### config.mk
export PLATFORM = sky130hd
export DESIGN_NAME = fcr_floppy_config_regs
export DESIGN_NICKNAME = d
export VERILOG_FILES = /design/src/fcr_pkg.sv /design/src/fcr_floppy_config_regs.sv
export VERILOG_INCLUDE_DIRS = /design/src
export SDC_FILE = /design/constraint.sdc
export NUM_CORES = 1
export LEC_CHECK = 0
export BUFFER_PORTS_ARGS = -buffer_cell sky130_fd_sc_hd__buf_2
export CORE_ASPECT_RATIO = 1.1
export CORE_MARGIN = 1.5
export CORE_UTILIZATION = 44
export DETAILED_ROUTE_END_ITERATION = 6
export GPL_TIMING_DRIVEN = 0
export PLACE_DENSITY = 0.78
export SYNTH_ARGS = -nofsm -noshare
export SYNTH_HDL_FRONTEND = slang
export SYNTH_SLANG_ARGS = --single-unit
### constraint.sdc
create_clock -name mclk -period 1.7 [get_ports mclk]
set_input_delay 0.085 -clock mclk [delete_from_list [all_inputs] [get_ports mclk]]
set_output_delay 0.085 -clock mclk [all_outputs]
set_load 0.02 [all_outputs]
### src/fcr_defines.svh
// Offsets, field positions, reset values and bus codes of the floppy configuration bank
`ifndef FCR_DEFINES_SVH
`define FCR_DEFINES_SVH

// ************************************************************
// Register indexes; byte address is four times the index
// ************************************************************
`define FCR_IDX_MODE 8'hF0
`define FCR_IDX_OPTION 8'hF1
`define FCR_IDX_TYPE 8'hF2

// ************************************************************
// Field positions
// ************************************************************
`define FCR_MODE_NOBURST_BIT 1
`define FCR_MODE_COMPAT_LSB 2
`define FCR_MODE_PUSHPULL_BIT 6
`define FCR_OPT_FORCE_WP_BIT 0
`define FCR_OPT_DENSITY_LSB 2
`define FCR_TYPE_DRIVE_A_LSB 0

// ************************************************************
// Reset values and writable masks
// ************************************************************
`define FCR_MODE_RESET 8'h0E
`define FCR_OPTION_RESET 8'h00
`define FCR_TYPE_RESET 8'h00
`define FCR_MODE_MASK 8'h4E
`define FCR_OPTION_MASK 8'h0D
`define FCR_TYPE_MASK 8'h03

// ************************************************************
// AXI response codes
// ************************************************************
`define FCR_RESP_OKAY 2'h0
`define FCR_RESP_SLVERR 2'h2

`endif

### src/fcr_pkg.sv
// Types shared by the floppy configuration bank
package fcr_pkg;

    // Compatibility modes of the floppy register set
    typedef enum logic [1:0] {
        FCR_COMPAT_THIRD = 2'h0,
        FCR_COMPAT_SECOND = 2'h1,
        FCR_COMPAT_RSVD = 2'h2,
        FCR_COMPAT_FIRST = 2'h3
    } fcr_compat_t;

    // Density select overrides
    typedef enum logic [1:0] {
        FCR_DENS_NORMAL = 2'h0,
        FCR_DENS_USER = 2'h1,
        FCR_DENS_FORCE_ONE = 2'h2,
        FCR_DENS_FORCE_ZERO = 2'h3
    } fcr_density_t;

    // Configuration handed to the floppy core and pad ring
    typedef struct packed {
        logic non_burst;
        fcr_compat_t compat_mode;
        logic push_pull;
        logic force_wp;
        fcr_density_t density_sel;
        logic [1:0] drive_a_type;
    } fcr_cfg_t;

endpackage : fcr_pkg
### src/fcr_floppy_config_regs.sv
// Floppy controller configuration register bank with an AXI4-Lite slave port
`timescale 1ns/1ps
`include "fcr_defines.svh"

module fcr_floppy_config_regs
    import fcr_pkg::*;
#(
    parameter int ADDR_W = 12
) (
    input wire logic mclk,
    input wire logic reset,
    input wire logic hard_reset,
    input wire logic standby_power_on_reset,
    // AXI4-Lite slave
    input wire logic [ADDR_W-1:0] s_axi_awaddr,
    input wire logic s_axi_awvalid,
    output logic s_axi_awready,
    input wire logic [31:0] s_axi_wdata,
    input wire logic [3:0] s_axi_wstrb,
    input wire logic s_axi_wvalid,
    output logic s_axi_wready,
    output logic [1:0] s_axi_bresp,
    output logic s_axi_bvalid,
    input wire logic s_axi_bready,
    input wire logic [ADDR_W-1:0] s_axi_araddr,
    input wire logic s_axi_arvalid,
    output logic s_axi_arready,
    output logic [31:0] s_axi_rdata,
    output logic [1:0] s_axi_rresp,
    output logic s_axi_rvalid,
    input wire logic s_axi_rready,
    // Floppy core side, same clock
    input wire logic drive_select_zero_n,
    input wire logic drive_select_one_n,
    input wire logic pp_drive_select_zero_n,
    input wire logic pp_drive_select_one_n,
    input wire logic pp_route_sel,
    input wire logic core_density,
    output fcr_cfg_t cfg,
    output logic write_protect_to_core_n,
    output logic status_register_a_wp,
    output logic density_out,
    output logic boot_drive_sel,
    output logic open_drain_buffer_type
);

    // ************************************************************
    // Elaboration checks
    // ************************************************************
    // The type register sits at byte 0x3C8, so ten address bits are the least
    generate
        if (ADDR_W < 10 || ADDR_W > 32) begin : g_bad_addr_w
            $error("fcr_floppy_config_regs: ADDR_W must lie between 10 and 32");
        end
    endgenerate

    // ************************************************************
    // Reset synchronisers and configuration reset
    // ************************************************************
    logic hard_meta_reg;
    logic hard_sync_reg;
    logic standby_meta_reg;
    logic standby_sync_reg;
    logic cfg_reset;

    // Both reset pins come from outside the clock domain
    always_ff @(posedge mclk) begin
        if (reset) begin
            hard_meta_reg <= 1'b0;
            hard_sync_reg <= 1'b0;
            standby_meta_reg <= 1'b0;
            standby_sync_reg <= 1'b0;
        end else begin
            hard_meta_reg <= hard_reset;
            hard_sync_reg <= hard_meta_reg;
            standby_meta_reg <= standby_power_on_reset;
            standby_sync_reg <= standby_meta_reg;
        end
    end

    // Any of the three resets puts the fields back at their defaults
    assign cfg_reset = reset | hard_sync_reg | standby_sync_reg;

    // ************************************************************
    // Address decode
    // ************************************************************
    localparam logic [ADDR_W-1:0] ADDR_MODE = ADDR_W'({`FCR_IDX_MODE, 2'b00});
    localparam logic [ADDR_W-1:0] ADDR_OPTION = ADDR_W'({`FCR_IDX_OPTION, 2'b00});
    localparam logic [ADDR_W-1:0] ADDR_TYPE = ADDR_W'({`FCR_IDX_TYPE, 2'b00});

    logic [ADDR_W-1:0] aw_addr_reg;
    logic [7:0] w_data_reg;
    logic w_lane0_reg;
    logic aw_full_reg;
    logic w_full_reg;
    logic do_write;
    logic wr_hit_mode;
    logic wr_hit_option;
    logic wr_hit_type;
    logic wr_hit;

    // Low address bits are ignored so any byte of a word reaches that word
    assign wr_hit_mode = aw_addr_reg[ADDR_W-1:2] == ADDR_MODE[ADDR_W-1:2];
    assign wr_hit_option = aw_addr_reg[ADDR_W-1:2] == ADDR_OPTION[ADDR_W-1:2];
    assign wr_hit_type = aw_addr_reg[ADDR_W-1:2] == ADDR_TYPE[ADDR_W-1:2];
    assign wr_hit = wr_hit_mode | wr_hit_option | wr_hit_type;

    // ************************************************************
    // Write channel
    // ************************************************************
    // Address and data are caught independently, then committed together
    assign do_write = aw_full_reg & w_full_reg & ~s_axi_bvalid;

    // Write address holding stage
    always_ff @(posedge mclk) begin
        if (reset) begin
            aw_full_reg <= 1'b0;
            aw_addr_reg <= '0;
        end else if (s_axi_awvalid && s_axi_awready) begin
            aw_full_reg <= 1'b1;
            aw_addr_reg <= s_axi_awaddr;
        end else if (do_write) begin
            aw_full_reg <= 1'b0;
        end
    end

    // Write address ready, withheld while a response is pending
    always_ff @(posedge mclk) begin
        if (reset) begin
            s_axi_awready <= 1'b0;
        end else if (s_axi_awvalid && s_axi_awready) begin
            s_axi_awready <= 1'b0;
        end else if (!aw_full_reg && !s_axi_bvalid && !do_write) begin
            s_axi_awready <= 1'b1;
        end
    end

    // Write data holding stage; only the low byte carries register bits
    always_ff @(posedge mclk) begin
        if (reset) begin
            w_full_reg <= 1'b0;
            w_data_reg <= 8'h00;
            w_lane0_reg <= 1'b0;
        end else if (s_axi_wvalid && s_axi_wready) begin
            w_full_reg <= 1'b1;
            w_data_reg <= s_axi_wdata[7:0];
            w_lane0_reg <= s_axi_wstrb[0];
        end else if (do_write) begin
            w_full_reg <= 1'b0;
        end
    end

    // Write data ready
    always_ff @(posedge mclk) begin
        if (reset) begin
            s_axi_wready <= 1'b0;
        end else if (s_axi_wvalid && s_axi_wready) begin
            s_axi_wready <= 1'b0;
        end else if (!w_full_reg && !s_axi_bvalid && !do_write) begin
            s_axi_wready <= 1'b1;
        end
    end

    // Write response one cycle after both halves are present
    always_ff @(posedge mclk) begin
        if (reset) begin
            s_axi_bvalid <= 1'b0;
            s_axi_bresp <= `FCR_RESP_OKAY;
        end else if (do_write) begin
            s_axi_bvalid <= 1'b1;
            s_axi_bresp <= wr_hit ? `FCR_RESP_OKAY : `FCR_RESP_SLVERR;
        end else if (s_axi_bvalid && s_axi_bready) begin
            s_axi_bvalid <= 1'b0;
        end
    end

    // ************************************************************
    // Configuration registers
    // ************************************************************
    logic [7:0] mode_reg;
    logic [7:0] option_reg;
    logic [7:0] type_reg;
    logic cfg_we;

    // A word write without lane 0 changes nothing in these byte-wide registers
    assign cfg_we = do_write & w_lane0_reg;

    // Mode: burst control, compatibility mode, driver type
    always_ff @(posedge mclk) begin
        if (cfg_reset) begin
            mode_reg <= `FCR_MODE_RESET;
        end else if (cfg_we && wr_hit_mode) begin
            mode_reg <= w_data_reg & `FCR_MODE_MASK;
        end
    end

    // Option: forced write protect and density select
    always_ff @(posedge mclk) begin
        if (cfg_reset) begin
            option_reg <= `FCR_OPTION_RESET;
        end else if (cfg_we && wr_hit_option) begin
            option_reg <= w_data_reg & `FCR_OPTION_MASK;
        end
    end

    // Drive type store, read back as written
    always_ff @(posedge mclk) begin
        if (cfg_reset) begin
            type_reg <= `FCR_TYPE_RESET;
        end else if (cfg_we && wr_hit_type) begin
            type_reg <= w_data_reg & `FCR_TYPE_MASK;
        end
    end

    // ************************************************************
    // Read channel
    // ************************************************************
    logic [7:0] rd_byte;
    logic rd_hit;

    // Reserved bits were masked on the way in, so they read zero
    always_comb begin
        rd_byte = 8'h00;
        rd_hit = 1'b1;
        if (s_axi_araddr[ADDR_W-1:2] == ADDR_MODE[ADDR_W-1:2]) begin
            rd_byte = mode_reg;
        end else if (s_axi_araddr[ADDR_W-1:2] == ADDR_OPTION[ADDR_W-1:2]) begin
            rd_byte = option_reg;
        end else if (s_axi_araddr[ADDR_W-1:2] == ADDR_TYPE[ADDR_W-1:2]) begin
            rd_byte = type_reg;
        end else begin
            rd_hit = 1'b0;
        end
    end

    // Read address ready, dropped while the data beat waits
    always_ff @(posedge mclk) begin
        if (reset) begin
            s_axi_arready <= 1'b0;
        end else if (s_axi_arvalid && s_axi_arready) begin
            s_axi_arready <= 1'b0;
        end else if (!s_axi_rvalid) begin
            s_axi_arready <= 1'b1;
        end
    end

    // Read data captured at the address handshake, so it is a snapshot
    always_ff @(posedge mclk) begin
        if (reset) begin
            s_axi_rvalid <= 1'b0;
            s_axi_rdata <= 32'h0000_0000;
            s_axi_rresp <= `FCR_RESP_OKAY;
        end else if (s_axi_arvalid && s_axi_arready) begin
            s_axi_rvalid <= 1'b1;
            s_axi_rdata <= {24'h00_0000, rd_byte};
            s_axi_rresp <= rd_hit ? `FCR_RESP_OKAY : `FCR_RESP_SLVERR;
        end else if (s_axi_rvalid && s_axi_rready) begin
            s_axi_rvalid <= 1'b0;
        end
    end

    // ************************************************************
    // Floppy core outputs
    // ************************************************************
    logic sel_zero;
    logic sel_one;
    logic wp_forced;
    logic density_next;

    // The parallel-port route supplies its own drive selects
    assign sel_zero = pp_route_sel ? ~pp_drive_select_zero_n : ~drive_select_zero_n;
    assign sel_one = pp_route_sel ? ~pp_drive_select_one_n : ~drive_select_one_n;

    // Force applies only while some drive is selected
    assign wp_forced = (sel_zero & option_reg[`FCR_OPT_FORCE_WP_BIT])
        | (sel_one & option_reg[`FCR_OPT_FORCE_WP_BIT]);

    // Density override; the two normal codes pass the core's value
    always_comb begin
        unique case (fcr_density_t'(option_reg[`FCR_OPT_DENSITY_LSB +: 2]))
            FCR_DENS_NORMAL: density_next = core_density;
            FCR_DENS_USER: density_next = core_density;
            FCR_DENS_FORCE_ONE: density_next = 1'b1;
            FCR_DENS_FORCE_ZERO: density_next = 1'b0;
        endcase
    end

    // Write protect to the core is active low, status bit is active high
    always_ff @(posedge mclk) begin
        if (cfg_reset) begin
            write_protect_to_core_n <= 1'b1;
            status_register_a_wp <= 1'b0;
        end else begin
            write_protect_to_core_n <= ~wp_forced;
            status_register_a_wp <= wp_forced;
        end
    end

    // Density pin follows the override one cycle late; while a hard or standby reset holds the fields
    // the default normal code is in force, so the core's level passes; reset itself drives the pin low
    always_ff @(posedge mclk) begin
        if (reset) begin
            density_out <= 1'b0;
        end else if (cfg_reset) begin
            density_out <= core_density;
        end else begin
            density_out <= density_next;
        end
    end

    // Boot drive is fixed; no field can move it
    always_ff @(posedge mclk) begin
        if (reset) begin
            boot_drive_sel <= 1'b0;
        end else begin
            boot_drive_sel <= 1'b0;
        end
    end

    // Pad driver type: high means open drain, the safe default
    always_ff @(posedge mclk) begin
        if (cfg_reset) begin
            open_drain_buffer_type <= 1'b1;
        end else begin
            open_drain_buffer_type <= ~mode_reg[`FCR_MODE_PUSHPULL_BIT];
        end
    end

    // Configuration bundle for the core, registered once more
    always_ff @(posedge mclk) begin
        if (cfg_reset) begin
            cfg <= '{non_burst: 1'b1, compat_mode: FCR_COMPAT_FIRST, push_pull: 1'b0,
                     force_wp: 1'b0, density_sel: FCR_DENS_NORMAL, drive_a_type: 2'h0};
        end else begin
            cfg.non_burst <= mode_reg[`FCR_MODE_NOBURST_BIT];
            cfg.compat_mode <= fcr_compat_t'(mode_reg[`FCR_MODE_COMPAT_LSB +: 2]);
            cfg.push_pull <= mode_reg[`FCR_MODE_PUSHPULL_BIT];
            cfg.force_wp <= option_reg[`FCR_OPT_FORCE_WP_BIT];
            cfg.density_sel <= fcr_density_t'(option_reg[`FCR_OPT_DENSITY_LSB +: 2]);
            cfg.drive_a_type <= type_reg[`FCR_TYPE_DRIVE_A_LSB +: 2];
        end
    end

endmodule : fcr_floppy_config_regs

==> results of run 1 <==
## cells by family after synthesis
| family | Yosys count |
|---|---|
| buffers and inverters | 57 |
| AOI/OAI and AO/OA | 38 |
| other | 1 |
| DFF | 56 |
| and+or+nand+nor | 95 |
| muxes | 12 |
## power groups by stage
| stage | combinational (mW) | clock (mW) | sequential, mW |
|---|---|---|---|
| floorplan | 0.230 | 0 | 1.42 |
| global placement | 0.324 | 0 | 1.41 |
| detailed placement | 0.327 | 0 | 1.41 |
| CTS | 0.332 | 0.896 | 1.38 |
| global route | 0.365 | 0.952 | 1.39 |
| finish | 0.331 | 0.873 | 1.38 |
## how the worst min path moves through the flow
stage,startpoint,endpoint,depth (start not counted)
floorplan,hard_reset,hard_meta_reg,1
global placement,standby_power_on_reset,standby_meta_reg,2
detailed placement,hard_reset,hard_meta_reg,2
CTS,s_axi_awaddr[4],aw_addr_reg[4],3
global route,s_axi_awaddr[2],aw_addr_reg[2],3
finish,s_axi_awaddr[6],aw_addr_reg[6],3
## through the flow
| step | power [mW] | hold WS (ps) | setup slack (ps) |
|---|---|---|---|
| detailed placement | 1.74 | 305 | 256 |
| global route | 2.71 | 6.58 | 114 |
| global placement | 1.74 | 302 | 262 |
| floorplan | 1.65 | 213 | 327 |
| CTS | 2.61 | 0.696 | 218 |
| finish | 2.59 | 8.28 | 240 |
## cells in the mapped netlist (3+ instances only)
master     n  area, sq um
a21oi_1   24          120
nor3_1     3         15.0
o31ai_1    3         22.5
buf_4     30          225
nand3_1    7         35.0
mux2i_1   12          120
nor2_1    13         48.8
nor2b_1    4         25.0
o21ai_0    3         15.0
dfxtp_1   56         1120
inv_1     16         60.1
nand2_1   48          180
nand2b_1   3         18.8
clkbuf_1   8         30.0
## worst register-to-register path, stage by stage (launching register included)
cell and delay (ps):
dfxtp_1 340, nor3_2 550, nand2_1 230, or2_1 260
## per-layer routing
layer  share of wire (%)  track usage, %  vias up  wire length (microns)
met5                   0               0        -                      0
met4                 2.1            5.85        0                     89
met3                 8.2            3.79       10                    347
met2                  47            25.0       72                   1990
met1                  43            16.9      796                   1810
li1                    -               -      985                      -
## layout make-up
type | count | area [sq um]
clock inverters | 3 | 47.5
multi-input cells | 175 | 995
plain buffers | 41 | 274
clock buffers | 5 | 68.8
repair buffers | 63 | 325
flip-flops and latches | 56 | 1120
fillers | 464 | 2100
well taps | 58 | 72.6
inverters | 16 | 60.1
==> flow_summary.yaml, run 1 <==
outcome:
  status: "completed"
clock_tree:
  htreeDepth: 2
  root_buffer: "clkbuf_8"
  insertion_delay_ps: 310
  cts_sinks: 56
  cts_hold_buffers: 2
  post_cts_buffers: 0
  cts.clk_slew.worst_paths_ps: 100
  cts_buffers: 5
  cts_tree: "yes"
  cts_resized: 0
  clockBufferDepth: 2
sta:
  fin_crit_sh_pct: 85.9
  fin_tns_setup_ps: 0
  worstMarginPinSlew_ps: 628
  fmax_mhz: 685
  post-route-min-period_ps: 1460
  hold_viol_final: 0
  setup_viol_count_final: 0
  fin_skew_ps: 9.58
  rsz0062_at_grt: "no"
  timing.slew.headroom_pct: 57.9
  slew_violations: 0
worst_setup_path:
  crit_type: "reg2reg"
  crit_family: "simple AND/OR/NAND/NOR gates"
  worst_r2r_endpoint: "write_protect_to_core_n"
  path_max_fanout: 10
  regToRegSetupSlack_ps: 240
  cp-start-kind: "flip-flop"
  r2r_start: "hard_sync_reg"
  required_ps: 1910
  cp_slowest_cell: "nor3_2"
  cp_slowest_stage_delay_ps: 550
  crit_start: "hard_sync_reg"
  cp_cell_sequence: "nor3_2, nand2_1, or2_1"
  crit_buf_inv: 0
  endpoint_kind: "flip-flop"
  r2r_cells: 3
  cp-endpoint: "write_protect_to_core_n"
  cp.arrival_ps: 1670
  cp.depth: 3
global_route:
  grtUsageTotal_pct: 14.5
  grt-ovfl-total: 0
  grt_pass1_vias: 1495
  grt_first_pass_wirelength_microns: 6540
  grt_antenna_before_repair: 0
  grt_max_degree: 19
synth:
  synth_top_family_by_area: "simple AND/OR/NAND/NOR gates"
  ys_warn_count: 0
  synth_edf_count: 0
  postSynthRegisterBits: 56
  synth_simple_gate_area_share_pct: 23.2
  synth_cell_type_count: 40
  ys_seq_area_share_pct: 47.9
  ys.flop_type: "dfxtp_1"
  syn_area_sq_um: 2340
  avgSynthCellArea_sq_um: 9.04
  synth-async-reset-ratio_pct: 0
  synthXorXnorAreaFrac_pct: 0
  synthAdderAreaFrac_pct: 0
  synth-compound-area-share_pct: 9.35
  synth_mux_area_share_pct: 5.13
  netlist_instances: 259
route:
  drc: 0
  first_iter_violations: 112
  drtPass1Iterations: 4
  ant_nets: 0
  dr_total_vias: 1863
  post_drt_wl_per_cell_microns: 10.2
  routed_wl_microns: 4240
  viasPerCell: 4.47
die:
  ios: 130
  core_sq_um: 5070
  fp-row-count: 27
  dieWidth_microns: 72.5
  die_h_microns: 79.5
  dieArea_sq_um: 5770
  start_util_pct: 46.2
worst_hold_path:
  hold_path_class: "in2reg"
layout:
  largest_reg_flops: 10
  final_common_cell: "buf_2"
  mostFrequentLayoutCells: "61 x buf_2, 56 x dfxtp_1, 48 x nand2_1"
  final_nets: 433
  final_util_pct: 58.5
  drive_above_1_share_pct: 30.4
  diodes: 0
  area_growth_pct: 26.6
  design_area_sq_um: 2960
  layoutNonFillerInstCount: 417
placed_design:
  postPlaceCellArea_sq_um: 2830
  io_buffers: 61
  dp.cells: 407
  gp_congestion: 0.748
  post-dp-hpwl_microns: 3300
power_and_ir_drop:
  p_leak_nw: 1.39
  ir_drop_uv: 358
  clock_power_share_pct: 33.7
  power.density_nw_per_um2: 873
  power.switching_mw: 0.649
  p_int_mw: 1.94
  switching_share_pct: 25.1
  pwr-share-seq_pct: 53.5
  combPwrFrac_pct: 12.8
flow_run:
  max_cap_violations: 0
Note: power is estimated with default switching activity, not from simulation.
==> run 2, diff against run 1 <==
Settings changed: CORE_UTILIZATION 44 to 33, PLACE_DENSITY 0.78 to unset.
==> run 2 against run 1 <==
Sequential share of layout area down 0.74 points. Critical path depth stayed put. Combinational power up 2%. Final area is 2.0% higher. Non-clock buffer count rose by 3. Largest cell class unchanged.
==> flow_summary.yaml, run 2 (same netlist as run 1, synthesis figures left out) <==
outcome:
  status: "completed"
power_and_ir_drop:
  switching_share_pct: 25.2
  pwr-share-seq_pct: 53.4
  power.density_nw_per_um2: 856
  clock_power_share_pct: 33.5
  p_int_mw: 1.94
  combPwrFrac_pct: 13.1
  ir_drop_uv: 360
  p_leak_nw: 1.40
  power.switching_mw: 0.652
worst_setup_path:
  cp.arrival_ps: 1630
  cp_slowest_stage_delay_ps: 520
  endpoint_kind: "flip-flop"
  regToRegSetupSlack_ps: 280
  r2r_cells: 3
  worst_r2r_endpoint: "write_protect_to_core_n"
  cp.depth: 3
  required_ps: 1910
  crit_buf_inv: 0
  cp-start-kind: "flip-flop"
  cp-endpoint: "write_protect_to_core_n"
  crit_start: "hard_sync_reg"
  path_max_fanout: 10
  cp_cell_sequence: "nor3_2, nand2_1, or2_1"
  r2r_start: "hard_sync_reg"
  crit_type: "reg2reg"
  crit_family: "simple AND/OR/NAND/NOR gates"
  cp_slowest_cell: "nor3_2"
die:
  die_h_microns: 91.3
  core_sq_um: 6930
  fp-row-count: 32
  dieArea_sq_um: 7610
  ios: 130
  start_util_pct: 33.8
  dieWidth_microns: 83.3
route:
  routed_wl_microns: 4520
  drtPass1Iterations: 4
  viasPerCell: 4.11
  post_drt_wl_per_cell_microns: 10.1
  dr_total_vias: 1838
  ant_nets: 0
  first_iter_violations: 51
  drc: 0
placed_design:
  dp_worst_setup_slack_ps: 275
  gp_congestion: 0.746
  post-dp-hpwl_microns: 3470
  io_buffers: 61
clock_tree:
  htreeDepth: 2
  cts_sinks: 56
  insertion_delay_ps: 310
  cts_tree: "yes"
  root_buffer: "clkbuf_8"
  clockBufferDepth: 2
  cts.clk_slew.worst_paths_ps: 100
  cts_buffers: 5
  post_cts_buffers: 0
global_route:
  grt_pass1_vias: 1686
  grt_max_degree: 18
  grt_busiest_layer: "met2"
  met2_usage_pct: 20.4
  use_met1_pct: 15.1
  met3_usage_pct: 2.91
  grt_first_pass_wirelength_microns: 7510
  grtUsageTotal_pct: 12.2
  grt_antenna_before_repair: 0
  grt-ovfl-total: 0
worst_hold_path:
  hold_path_class: "in2reg"
sta:
  hold_viol_final: 0
  timing.slew.headroom_pct: 60.2
  fin_tns_setup_ps: 0
  post-route-min-period_ps: 1420
  setup_viol_count_final: 0
  worstMarginPinSlew_ps: 593
  fin_skew_ps: 12.2
  rsz0062_at_grt: "no"
  fin_crit_sh_pct: 83.3
  whs_ps: 3.68
  fmax_mhz: 706
  slew_violations: 0
  setup_slack_ps: 284
layout:
  final_common_cell: "buf_2"
  final_util_pct: 43.6
  diodes: 0
  final_nets: 436
  mostFrequentLayoutCells: "61 x buf_2, 56 x dfxtp_1, 48 x nand2_1"
  area_growth_pct: 29.1
  drive_above_1_share_pct: 30.1
  largest_reg_flops: 10
flow_run:
  max_cap_violations: 0
## run 2: through the flow
step	instances	cell area (sq um)	power [mW]
4_1_cts	447	3020	2.61
3_5_place_dp	434	2860	1.74
5_1_grt	447	3020	2.71
3_3_place_gp	434	2860	1.74
6_report	447	3020	2.59
2_1_floorplan	288	2450	1.65
## run 2: area by class of cell
type | count | area [sq um]
fill | 713 | 3900
clock buffer | 5 | 68.8
clock inverter | 3 | 42.5
sequential | 56 | 1120
multi-input combinational | 175 | 995
timing repair buffer | 66 | 355
buffer | 41 | 274
inverter | 16 | 60.1
tap | 85 | 106
## run 2: power groups by stage
stage	Clock [mW]	Combinational, mW	Sequential (mW)
final	0.867	0.339	1.38
after global routing	0.941	0.375	1.39
after CTS	0.886	0.339	1.38
after detailed placement	0	0.329	1.41
after global placement	0	0.326	1.41
after floorplan	0	0.230	1.42
## run 2: repair_timing
item	CTS	global route
hold buffers	5	0
resized for setup	0	0
endpoints found under the hold margin	5	0
setup endpoints to repair	0	0
## run 2: worst register-to-register path, stage by stage (launching register included)
cell and delay [ps]:
dfxtp_1 330, nor3_2 520, nand2_1 210, or2_1 260
## run 2: worst min-delay path by stage
stage / slack (ps) / startpoint / end / depth (start not counted)
6_report: 4 / s_axi_awaddr[11] / aw_addr_reg[11] / 3
5_1_grt: 9 / s_axi_awaddr[7] / aw_addr_reg[7] / 3
4_1_cts: 0.4 / s_axi_awaddr[7] / aw_addr_reg[7] / 3
3_5_place_dp: 300 / standby_power_on_reset / standby_meta_reg / 2
3_3_place_gp: 300 / standby_power_on_reset / standby_meta_reg / 2
2_1_floorplan: 210 / hard_reset / hard_meta_reg / 1
## run 2: per-layer routing
layer | wire length, microns | vias to the layer above
li1 | - | 989
met1 | 2110 | 782
met2 | 2060 | 61
met3 | 267 | 6
met4 | 82 | 0
met5 | 0 | -
==> run 3, diff against run 2 <==
Clock period 1.7 ns to 1.4 ns, I/O delays scaled along.
==> run 3 against run 2 <==
Non-clock buffer count rose by 8. Worst setup slack got worse by 250 ps. Via count rose by 3.1%. Largest cell class unchanged. Critical path depth did not move. Final area rose by 3.8%.
==> flow_summary.yaml, run 3 (same netlist as run 1, synthesis figures left out) <==
placed_design:
  io_buffers: 61
  gp_congestion: 0.746
  dp_worst_setup_slack_ps: -24.9
  post-dp-hpwl_microns: 3470
sta:
  fmax_mhz: 733
  setup_viol_count_final: 0
  worstMarginPinSlew_ps: 515
  post-route-min-period_ps: 1360
  setup_slack_ps: 35.4
  fin_crit_sh_pct: 97.5
  rsz0062_at_grt: "yes"
  fin_tns_setup_ps: 0
  fin_skew_ps: 11.0
  timing.slew.headroom_pct: 65.7
  hold_viol_final: 0
  slew_violations: 0
die:
  start_util_pct: 33.8
  dieWidth_microns: 83.3
  die_h_microns: 91.3
  fp-row-count: 32
  core_sq_um: 6930
  ios: 130
  dieArea_sq_um: 7610
layout:
  largest_reg_flops: 10
  diodes: 0
  mostFrequentLayoutCells: "61 x buf_2, 53 x dfxtp_1, 48 x nand2_1"
  drive_above_1_share_pct: 31.4
  final_nets: 444
  area_growth_pct: 34.0
  final_common_cell: "buf_2"
  final_util_pct: 45.3
worst_setup_path:
  required_ps: 1640
  path_max_fanout: 4
  cp.arrival_ps: 1600
  crit_type: "reg2reg"
  cp-start-kind: "flip-flop"
  endpoint_kind: "flip-flop"
clock_tree:
  root_buffer: "clkbuf_8"
  cts_buffers: 5
  insertion_delay_ps: 310
  cts_sinks: 56
  clockBufferDepth: 2
  cts_tree: "yes"
  htreeDepth: 2
  cts.clk_slew.worst_paths_ps: 100
global_route:
  grt-ovfl-total: 0
  grtUsageTotal_pct: 12.2
  grt_pass1_vias: 1737
  grt_max_degree: 18
  grt_antenna_before_repair: 0
  grt_first_pass_wirelength_microns: 7550
route:
  ant_nets: 0
  drc: 0
  viasPerCell: 4.16
  routed_wl_microns: 4570
  dr_total_vias: 1895
  drtPass1Iterations: 4
  first_iter_violations: 53
  post_drt_wl_per_cell_microns: 10.0
worst_hold_path:
  hold_path_class: "in2reg"
power_and_ir_drop:
  switching_share_pct: 25.0
  pwr-share-seq_pct: 53.4
  p_int_mw: 2.36
  total_power_mw: 3.15
  combPwrFrac_pct: 13.6
  power.density_nw_per_um2: 1000
  clock_power_share_pct: 33.0
  ir_drop_uv: 438
  p_leak_nw: 1.48
  power.switching_mw: 0.787
flow_run:
  max_cap_violations: 0
outcome:
  status: "completed"
-- run 3: changes by cell type in the layout (fill, tap and decap cells not counted), moves of 2 or more --
cell and delta:
dfxtp_1 -3, dfxtp_2 +3, dlygate4sd3_1 +6, buf_4 +2
-- run 3: worst max-delay path, cell delays in order, from the launching register on --
cell and delay [ps]:
dfxtp_2 330, nand4bb_4 290, nor4_4 430, mux2i_1 230
-- run 3: power by group through the flow --
stage / Sequential (mW) / Combinational, mW / Clock (mW)
4_1_cts: 1.68 / 0.427 / 1.08
3_5_place_dp: 1.72 / 0.400 / 0
3_3_place_gp: 1.72 / 0.396 / 0
6_report: 1.68 / 0.428 / 1.04
2_1_floorplan: 1.73 / 0.279 / 0
5_1_grt: 1.69 / 0.473 / 1.14
-- run 3: stage by stage --
step | instance area (sq um) | hold slack [ps] | instances
final | 3140 | 3.52 | 455
after global routing | 3140 | 4.63 | 455
after CTS | 3110 | 3.13 | 454
after detailed placement | 2860 | 287 | 434
after global placement | 2860 | 286 | 434
after floorplan | 2450 | 198 | 288
-- run 3: area by class of cell --
type | count | area, sq um
buffer | 41 | 274
clock buffer | 5 | 68.8
clock inverter | 3 | 42.5
fill | 694 | 3790
inverter | 16 | 60.1
multi-input combinational | 175 | 1030
sequential | 56 | 1120
tap | 85 | 106
timing repair buffer | 74 | 430
-- run 3: what timing repair did --
item | CTS | global route
endpoints found under the hold margin | 11 | 0
pin swaps | 1 | 2
hold buffers | 11 | 0
gates cloned | 0 | 0
endpoints found under the setup margin | 6 | 8
gates resized for setup | 2 | 6
buffers inserted | 1 | 1
-- run 3: final timing paths --
kind,startpoint,end,slack [ps],cells past startpoint
worst max-delay path,aw_addr_reg[4],option_reg[3],40,3
worst min-delay path,s_axi_awaddr[10],aw_addr_reg[10],4,3
worst max register to register,aw_addr_reg[4],option_reg[3],40,3
worst min register to register,standby_meta_reg,standby_sync_reg,440,1
-- run 3: metal layers --
layer	global-route usage [%]	wire (microns)	share of wire, %	vias to the layer above
met2	20.7	2150	47	66
met4	5.00	74	1.6	0
li1	-	-	-	1004
met5	0	0	0	-
met3	2.91	294	6.4	6
met1	14.9	2050	45	819
